## src/ras_pkg.sv

```systemverilog
/*
 * Shared constants for the return address stack: register offsets,
 * field positions, reset values and stack geometry.
 * Assumes a 32-bit AHB-Lite register bus with word-aligned registers.
 */
package ras_pkg;

   ////////////////////////////////////////////////////////////////////////
   // Stack geometry
   localparam int RAS_AW = 21;
   localparam int RAS_PW = 5;
   localparam logic [4:0] RAS_DEPTH = 5'h1F;
   localparam logic [4:0] RAS_PTR_RST = 5'h00;
   localparam logic [20:0] RAS_PC_SKIP = 21'h000002;

   ////////////////////////////////////////////////////////////////////////
   // Register byte offsets
   localparam logic [7:0] RAS_OFS_PTR = 8'h00;
   localparam logic [7:0] RAS_OFS_TOPU = 8'h04;
   localparam logic [7:0] RAS_OFS_TOPH = 8'h08;
   localparam logic [7:0] RAS_OFS_TOPL = 8'h0C;
   localparam logic [7:0] RAS_OFS_IRQ_STAT = 8'h10;
   localparam logic [7:0] RAS_OFS_IRQ_MASK = 8'h14;

   ////////////////////////////////////////////////////////////////////////
   // Fields of the pointer register
   localparam int RAS_PTR_LSB = 0;
   localparam int RAS_UNF_BIT = 6;
   localparam int RAS_FUL_BIT = 7;

   // Fields of the interrupt status and mask registers
   localparam int RAS_EV_FUL = 0;
   localparam int RAS_EV_UNF = 1;
   localparam int RAS_EV_W = 2;
   localparam logic [1:0] RAS_MASK_RST = 2'h0;

   // Top entry byte slices
   localparam int RAS_U_LSB = 16;
   localparam int RAS_H_LSB = 8;
   localparam int RAS_L_LSB = 0;

   typedef enum logic [1:0] {
      RAS_OP_NONE,
      RAS_OP_PUSH,
      RAS_OP_POP
   } ras_op_e;

endpackage : ras_pkg

```

## src/ras_stack.sv

```systemverilog
/*
 * Hardware return address stack with AHB-Lite register access.
 * Assumes: hresetn is the power-on reset; core_reset_req is any other
 * device reset, synchronous, active high. Core push/pop strobes are
 * one-cycle pulses synchronous to hclk; push and pop never coincide
 * (push wins if they do). Register reads take one wait state and
 * writes none, so the master must honour hreadyout. Only the low
 * 256 bytes of the slave's range decode; anything above reads zero.
 */
// Design decisions made here: the AHB-Lite interface to the registers and the register offsets.
`timescale 1ns/1ps

// Notes on behaviour
// - Up to 31 nested calls or interrupts
// - Push PC on call, relative call, interrupt
// - Pop into PC on any return
// - PC latch registers untouched by calls/returns
// - 31x21 storage, 5-bit pointer, reset zero
// - Pointer zero has no storage behind it
// - Push: increment pointer, then write entry
// - Pop: read entry, then decrement pointer
// - Storage private; pointer readable and writable
// - Top-entry bytes read and replace current entry
// - Full flag after 31 unpopped pushes
// - Full cleared only by software or POR
// - Overflow reset: store PC+2, flag, reset
// - No overflow reset: pointer sticks at 31
// - Empty pop returns zero, sets underflow
// - Underflow sticks until software or POR
module ras_stack
   import ras_pkg::*;
(
   // Clock and power-on reset
   input wire logic hclk,
   input wire logic hresetn,
   // AHB-Lite slave
   input wire logic hsel,
   input wire logic [31:0] haddr,
   input wire logic [1:0] htrans,
   input wire logic hwrite,
   input wire logic [2:0] hsize,
   input wire logic [31:0] hwdata,
   input wire logic hready,
   output logic [31:0] hrdata,
   output logic hreadyout,
   output logic hresp,
   // Core sequencing side
   input wire logic call_instr,
   input wire logic relative_call_instr,
   input wire logic irq_ack,
   input wire logic [20:0] pc_in,
   input wire logic return_instr,
   input wire logic return_with_literal_instr,
   input wire logic return_from_interrupt_instr,
   output logic [20:0] pop_pc,
   output logic pop_valid,
   // Device reset and configuration
   input wire logic core_reset_req,
   input wire logic overflow_reset_enable,
   output logic overflow_reset,
   // Interrupt
   output logic irq
);

   ////////////////////////////////////////////////////////////////////////
   // State

   // Index 0 has no entry behind it
   logic [RAS_AW-1:0] stack_mem [1:31];
   logic [RAS_PW-1:0] return_stack_pointer_r;
   logic stack_full_flag_r;
   logic stack_underflow_flag_r;
   logic [RAS_EV_W-1:0] irq_stat_r;
   logic [RAS_EV_W-1:0] irq_mask_r;

   // Bus data phase
   logic dp_act_r;
   logic dp_write_r;
   logic [7:0] dp_addr_r;
   logic dp_map_r;
   logic rd_wait_r;

   function automatic logic hit(input logic [7:0] a, input logic [7:0] o);
      hit = (a == o);
   endfunction : hit

   ////////////////////////////////////////////////////////////////////////
   // AHB-Lite front end

   logic addr_take;
   assign addr_take = hsel & htrans[1] & hready;

   always_ff @(posedge hclk or negedge hresetn) begin
      if (!hresetn) begin
         dp_act_r <= 1'b0;
         dp_write_r <= 1'b0;
         dp_addr_r <= 8'h00;
         dp_map_r <= 1'b0;
      end else if (hready | ~dp_act_r) begin
         dp_act_r <= addr_take;
         dp_write_r <= hwrite;
         dp_addr_r <= {haddr[7:2], 2'h0};
         // Upper bits checked so a high address cannot alias a register
         dp_map_r <= (haddr[31:8] == 24'h000000);
      end
   end

   // Reads take one wait state so hrdata comes from a flop and
   // reflects any write finished just before
   always_ff @(posedge hclk or negedge hresetn) begin
      if (!hresetn)
         rd_wait_r <= 1'b0;
      else
         rd_wait_r <= dp_act_r & ~dp_write_r & ~rd_wait_r;
   end

   assign hreadyout = ~(dp_act_r & ~dp_write_r & ~rd_wait_r);
   assign hresp = 1'b0;

   logic wr_en;
   logic rd_cap;
   assign wr_en = dp_act_r & dp_write_r & dp_map_r;
   assign rd_cap = dp_act_r & ~dp_write_r & ~rd_wait_r;

   logic wr_ptr;
   logic wr_topu;
   logic wr_toph;
   logic wr_topl;
   logic wr_mask;
   assign wr_ptr = wr_en & hit(dp_addr_r, RAS_OFS_PTR);
   assign wr_topu = wr_en & hit(dp_addr_r, RAS_OFS_TOPU);
   assign wr_toph = wr_en & hit(dp_addr_r, RAS_OFS_TOPH);
   assign wr_topl = wr_en & hit(dp_addr_r, RAS_OFS_TOPL);
   assign wr_mask = wr_en & hit(dp_addr_r, RAS_OFS_IRQ_MASK);

   ////////////////////////////////////////////////////////////////////////
   // Operation decode

   ras_op_e op;
   always_comb begin
      if (call_instr | relative_call_instr | irq_ack)
         op = RAS_OP_PUSH;
      else if (return_instr | return_with_literal_instr |
               return_from_interrupt_instr)
         op = RAS_OP_POP;
      else
         op = RAS_OP_NONE;
   end

   // A pointer write in the same cycle is applied first
   logic [RAS_PW-1:0] ptr_base;
   assign ptr_base = wr_ptr ? hwdata[RAS_PTR_LSB +: RAS_PW]
                            : return_stack_pointer_r;

   logic [RAS_PW-1:0] ptr_inc;
   logic [RAS_PW-1:0] ptr_dec;
   logic at_top;
   logic push_ok;
   logic push_last;
   logic pop_empty;
   assign ptr_inc = ptr_base + 5'h01;
   assign ptr_dec = ptr_base - 5'h01;
   assign at_top = (ptr_base == RAS_DEPTH);
   assign push_ok = (op == RAS_OP_PUSH) & ~at_top;
   assign push_last = push_ok & (ptr_inc == RAS_DEPTH);
   assign pop_empty = (op == RAS_OP_POP) & (ptr_base == RAS_PTR_RST);

   logic do_ovf_reset;
   assign do_ovf_reset = push_last & overflow_reset_enable;

   logic full_set;
   logic unf_set;
   assign full_set = push_last;
   assign unf_set = pop_empty;

   ////////////////////////////////////////////////////////////////////////
   // Pointer

   // Any reset beats a push or pop falling in the same cycle
   always_ff @(posedge hclk or negedge hresetn) begin
      if (!hresetn) begin
         return_stack_pointer_r <= RAS_PTR_RST;
      end else if (core_reset_req | do_ovf_reset) begin
         return_stack_pointer_r <= RAS_PTR_RST;
      end else begin
         unique case (op)
            RAS_OP_PUSH:
               return_stack_pointer_r <= push_ok ? ptr_inc
                                                 : ptr_base;
            RAS_OP_POP:
               return_stack_pointer_r <= pop_empty ? RAS_PTR_RST
                                                   : ptr_dec;
            RAS_OP_NONE:
               return_stack_pointer_r <= ptr_base;
         endcase
      end
   end

   ////////////////////////////////////////////////////////////////////////
   // Storage; a hardware push wins over a top-entry write in one cycle

   logic [RAS_AW-1:0] push_val;
   assign push_val = do_ovf_reset ? pc_in + RAS_PC_SKIP : pc_in;

   logic [RAS_AW-1:0] top_cur;
   assign top_cur = (return_stack_pointer_r == RAS_PTR_RST) ?
                    '0 : stack_mem[return_stack_pointer_r];

   logic top_wr;
   assign top_wr = (wr_topu | wr_toph | wr_topl) &
                   (return_stack_pointer_r != RAS_PTR_RST);

   always_ff @(posedge hclk) begin
      if (push_ok) begin
         stack_mem[ptr_inc] <= push_val;
      end else if (top_wr) begin
         if (wr_topu)
            stack_mem[return_stack_pointer_r][RAS_AW-1:RAS_U_LSB] <=
               hwdata[RAS_AW-RAS_U_LSB-1:0];
         if (wr_toph)
            stack_mem[return_stack_pointer_r][RAS_U_LSB-1:RAS_H_LSB] <=
               hwdata[7:0];
         if (wr_topl)
            stack_mem[return_stack_pointer_r][RAS_H_LSB-1:RAS_L_LSB] <=
               hwdata[7:0];
      end
   end

   ////////////////////////////////////////////////////////////////////////
   // Return value to the core; only the PC sees it, never the latches

   // Empty pop hands back zero, which vectors the core to its reset
   logic [RAS_AW-1:0] pop_val;
   assign pop_val = (ptr_base == RAS_PTR_RST) ?
                    '0 : stack_mem[ptr_base];

   always_ff @(posedge hclk or negedge hresetn) begin
      if (!hresetn)
         pop_valid <= 1'b0;
      else
         pop_valid <= (op == RAS_OP_POP);
   end

   always_ff @(posedge hclk or negedge hresetn) begin
      if (!hresetn)
         pop_pc <= '0;
      else if (op == RAS_OP_POP)
         pop_pc <= pop_val;
   end

   always_ff @(posedge hclk or negedge hresetn) begin
      if (!hresetn)
         overflow_reset <= 1'b0;
      else
         overflow_reset <= do_ovf_reset;
   end

   ////////////////////////////////////////////////////////////////////////
   // Status flags: kept over other resets, set beats a software clear

   always_ff @(posedge hclk or negedge hresetn) begin
      if (!hresetn)
         stack_full_flag_r <= 1'b0;
      else if (full_set)
         stack_full_flag_r <= 1'b1;
      else if (wr_ptr & ~hwdata[RAS_FUL_BIT])
         stack_full_flag_r <= 1'b0;
   end

   // A pop at zero in the cycle of a software clear keeps the flag
   always_ff @(posedge hclk or negedge hresetn) begin
      if (!hresetn)
         stack_underflow_flag_r <= 1'b0;
      else if (unf_set)
         stack_underflow_flag_r <= 1'b1;
      else if (wr_ptr & ~hwdata[RAS_UNF_BIT])
         stack_underflow_flag_r <= 1'b0;
   end

   ////////////////////////////////////////////////////////////////////////
   // Interrupt status (read clears) and mask

   logic rd_stat;
   logic [RAS_EV_W-1:0] ev;
   assign rd_stat = rd_cap & dp_map_r & hit(dp_addr_r, RAS_OFS_IRQ_STAT);
   assign ev = {unf_set, full_set};

   always_ff @(posedge hclk or negedge hresetn) begin
      if (!hresetn)
         irq_stat_r <= '0;
      else if (rd_stat)
         irq_stat_r <= ev;
      else
         irq_stat_r <= irq_stat_r | ev;
   end

   always_ff @(posedge hclk or negedge hresetn) begin
      if (!hresetn)
         irq_mask_r <= RAS_MASK_RST;
      else if (wr_mask)
         irq_mask_r <= hwdata[RAS_EV_W-1:0];
   end

   assign irq = |(irq_stat_r & irq_mask_r);

   ////////////////////////////////////////////////////////////////////////
   // Read data

   logic [31:0] rd_mux;
   always_comb begin
      rd_mux = 32'h0000_0000;
      if (!dp_map_r) begin
         // Outside the register window: reads as zero
         rd_mux = 32'h0000_0000;
      end else if (hit(dp_addr_r, RAS_OFS_PTR)) begin
         rd_mux[RAS_PTR_LSB +: RAS_PW] = return_stack_pointer_r;
         rd_mux[RAS_UNF_BIT] = stack_underflow_flag_r;
         rd_mux[RAS_FUL_BIT] = stack_full_flag_r;
      end else if (hit(dp_addr_r, RAS_OFS_TOPU)) begin
         rd_mux[RAS_AW-RAS_U_LSB-1:0] =
            top_cur[RAS_AW-1:RAS_U_LSB];
      end else if (hit(dp_addr_r, RAS_OFS_TOPH)) begin
         rd_mux[7:0] = top_cur[RAS_U_LSB-1:RAS_H_LSB];
      end else if (hit(dp_addr_r, RAS_OFS_TOPL)) begin
         rd_mux[7:0] = top_cur[RAS_H_LSB-1:RAS_L_LSB];
      end else if (hit(dp_addr_r, RAS_OFS_IRQ_STAT)) begin
         rd_mux[RAS_EV_W-1:0] = irq_stat_r;
      end else if (hit(dp_addr_r, RAS_OFS_IRQ_MASK)) begin
         rd_mux[RAS_EV_W-1:0] = irq_mask_r;
      end
   end

   always_ff @(posedge hclk or negedge hresetn) begin
      if (!hresetn)
         hrdata <= 32'h0000_0000;
      else if (rd_cap)
         hrdata <= rd_mux;
   end

endmodule : ras_stack

```

## config.mk

```make
export PLATFORM = sky130hd
export DESIGN_NAME = ras_stack
export DESIGN_NICKNAME = d
export VERILOG_FILES = /design/src/ras_pkg.sv /design/src/ras_stack.sv
export SDC_FILE = /design/constraint.sdc
export NUM_CORES = 1
export LEC_CHECK = 0
export ABC_AREA = 0
export BUFFER_PORTS_ARGS = -buffer_cell sky130_fd_sc_hd__buf_2
export CELL_PAD_IN_SITES_DETAIL_PLACEMENT = 1
export CELL_PAD_IN_SITES_GLOBAL_PLACEMENT = 2
export CORE_ASPECT_RATIO = 0.9
export CORE_MARGIN = 2
export CORE_UTILIZATION = 36
export CTS_CLUSTER_SIZE = 8
export DETAILED_ROUTE_END_ITERATION = 16
export PLACE_DENSITY_LB_ADDON = 0.1
export SLEW_MARGIN = 10
export SYNTH_ARGS = -nofsm -noshare
export SYNTH_HDL_FRONTEND = slang
export SYNTH_SLANG_ARGS = --single-unit
```

## constraint.sdc

```tcl
create_clock -name hclk -period 6.9 [get_ports hclk]
set_input_delay 1.035 -clock hclk [delete_from_list [all_inputs] [get_ports hclk]]
set_output_delay 1.035 -clock hclk [all_outputs]
set_load 0.01 [all_outputs]
```

==> metrics <==
ys flop type edfxtp_1; FF+latch count, synth 703; largest family of logic cells by synthesized area multiplexers; FF-to-FF End stack_mem[15][3]$_DFFE_PP_; critical path required time 7.17 ns; per-cell routed wire length 34.7 um; register area share after synthesis 0.599; Worst Path Max Fanout 37; pin count of the biggest net entering global routing 99; internal power 8.04 mW; number of synthesized flops with an enable pin 651; critical path class reg2reg; Top Family by Delay on Critical Path simple AND/OR/NAND/NOR gates; R2R Setup Slk 0.83 ns; Slew HR 0.0932; Buf/Inv on CP 3; Worst Skew 0.0217 ns; Final ANT Viol Nets 0; crit path cell chain or4_1 > o31ai_2 > buf_4 > and2_4 > inv_6 > ha_1 > and2_1 > ha_1 > o221ai_1 > or2_2 > a31oi_1 > buf_4 > nor3_1 > nand2_1 > nor2_1; Max-Cap Viols 0; detailed placer's ending HPWL 97500 um; vias per cell 6.19; vias in the first global route 26.4k; Detailed Routing Iterations Pass 1 6; DRC viols 0; htree depth 3; Slew @ Worst Pin 1.35 ns; Max Freq 0.165 GHz; synthesized area 34800 um^2; die area 99300 um^2; peak supply drop 261 uV; Flop pwr share 0.439; Filler Cell Count 10.0k; Fin Hold WS 0.155 ns; Starting Density 0.362; clock sinks 703; Die X 332 um; Reg2Reg Depth 15; worst r2r src dp_addr_r[5]$_DFFE_PN0P_; compound-cell area share of the yosys netlist 0.0931; Max stage delay on crit path 0.96 ns; clock-pin slew on the worst setup and hold paths 0.05 ns; Net Sw Power 3.10 mW; root buf cell clkbuf_16; switching share of total power 0.278; Hold Buf Count CTS 0; grt total ovfl 0; final worst path period need 6.07 ns; post-CTS setup buffers 0; initial antenna violation count 7; Clock Power Share 0.412; Adder-Cell Fraction of Synth Area 0.00180; Arrival @ worst endpoint 6.34 ns; Critical Path Start Type flop; Mapped Avg Cell Area 13.0 um^2; Core Area 96200 um^2; Longest Clk Path Bufs 3; cell at the slowest stage of the critical path nor2_1; hold violation total from the final report 0; Vias 25.8k; Final setup viols 0; NumNets Final 2937; Final period util 0.880; ys async rst share 0.0740; setup TNS 0 ns; Synth Instances 2671; status complete, no violations; RD Place Congestion 0.904; # IOs 161; vertical die dimension 299 um; P per Cell Area 277 nW/um^2; Placement Rows 108; combinational share of power 0.149; RSZ-0062 raised after global routing no; CTS tree yes; final wirelength 145000 um; worst hold path class in2async; total global-route track usage 0.288; simple-gate share of the synthesized area 0.117; mux share of post-synthesis cell area 0.151; Slew Limit Fails 0; XOR/XNOR share of the synthesized area 0.00603; Skew-Pair Late Insertion Delay 0.67 ns; share of layout cells above drive strength 1 0.210; CTS Buf Count 98; Leak 13.6 nW; CP Capture Type flop; YS warnings 0; first-pass GRT wire length 203000 um; post_cts resized 0; port bufs 105; CP Launch Point dp_addr_r[5]$_DFFE_PN0P_; initial detailed-routing violation count 2756; Area growth syn-to-layout 15.6%; count of different cell masters after synthesis 72
-- cell families (layout without fill, tap and decap cells) --
family / after synthesis / in the layout
simple gates: 904 / 904
flops: 703 / 703
compound gates: 457 / 457
mux: 327 / 327
buf+inv: 250 / 461
xor+xnor: 24 / 24
fa+ha+maj: 5 / 5
other cells: 1 / 26
-- power by group through the flow --
| stage | Combinational (mW) | Sequential (mW) | Clock, mW |
|---|---|---|---|
| floorplan | 0.943 | 4.93 | 0 |
| global placement | 1.62 | 4.97 | 0 |
| detailed placement | 1.65 | 4.98 | 0 |
| CTS | 1.65 | 4.89 | 4.66 |
| global route | 1.74 | 4.90 | 4.82 |
| finish | 1.66 | 4.89 | 4.59 |
-- how the worst max path moves through the flow --
stage          cells after the start                          end
6_report                          15   stack_mem[15][3]$_DFFE_PP_
2_1_floorplan                     16  stack_mem[22][10]$_DFFE_PP_
5_1_grt                           15   stack_mem[15][2]$_DFFE_PP_
4_1_cts                           15   stack_mem[15][2]$_DFFE_PP_
3_3_place_gp                      13  stack_mem[20][17]$_DFFE_PP_
3_5_place_dp                      13  stack_mem[20][17]$_DFFE_PP_
-- placed cells by master, fill, tap and decap left out, types with 47 or more instances in the layout --
master	count
a21oi_1	47
a32oi_1	50
and3_1	56
buf_2	104
buf_4	158
clkbuf_1	71
clkbuf_16	101
dfrtp_1	49
edfxtp_1	651
mux2i_1	153
mux4_2	157
nand2_1	423
nand3_1	163
nor2_1	130
nor3_1	48
o21ai_0	68
o22ai_1	47
-- sequential cells by signal, summed over array words and instances (netlist names), 2 cells and up --
name / count
dp_addr_r: 6
hrdata: 8
irq_mask_r: 2
irq_stat_r: 2
pop_pc: 21
return_stack_pointer_r: 5
stack_mem: 651
-- synth_stat cells, drive strengths merged (6+ instances only) --
cell type  instances  area [um^2]
o21a               9         67.6
and3              56          350
a221oi            16          140
o21ai             74          370
mux2i            156         1560
a21oi             70          350
o221ai            25          219
nor2b              7         43.8
nand2b            12         75.1
buf              108          614
o211ai             8         60.1
a2111oi            8         70.1
nor3              49          257
o22ai             47          294
xnor2             22          193
a31o               8         70.1
dfrtp             52         1300
clkbuf           122          458
edfxtp           651        19500
nand3            163          816
a311oi            21          184
nor2             131          492
nand2            427         1610
a32oi             50          438
a21boi             6         45.0
a211oi            41          320
o31ai              9         91.3
inv               18         67.6
a22oi              9         67.6
nor4              19          149
mux2              14          158
a31oi             22          153
mux4             157         3540
nand4             14         87.6
-- layer usage --
| metal | GRT usage | part of all wire |
|---|---|---|
| met1 | 0.397 | 0.43 |
| met2 | 0.471 | 0.47 |
| met3 | 0.0459 | 0.068 |
| met4 | 0.0884 | 0.032 |
| met5 | 0 | 0.000090 |
-- final cells by class --
class	count	area, um^2	share of cell area
flip-flops and latches	703	20900	0.518
multi-input cells	1742	13100	0.326
clock buffers	172	2790	0.0694
repair buffers	264	1750	0.0434
well taps	1265	1580	0.0393
inverters	20	82.6	0.00205
clock inverters	5	72.6	0.00180
diodes	1	2.50	0.0000622
-- stage by stage --
| step | std cells | area, um^2 | util | power (mW) | setup slack [ns] |
|---|---|---|---|---|---|
| 2_1_floorplan | 2695 | 34900 | - | 5.87 | 1.59 |
| 3_3_place_gp | 3994 | 37400 | 0.389 | 6.59 | 1.03 |
| 3_5_place_dp | 3994 | 37400 | 0.389 | 6.62 | 0.903 |
| 4_1_cts | 4171 | 40300 | 0.418 | 11.2 | 0.880 |
| 5_1_grt | 4171 | 40300 | 0.418 | 11.5 | 0.618 |
| 6_report | 4172 | 40300 | 0.418 | 11.1 | 0.828 |
Power figures use the tool's default switching activity.
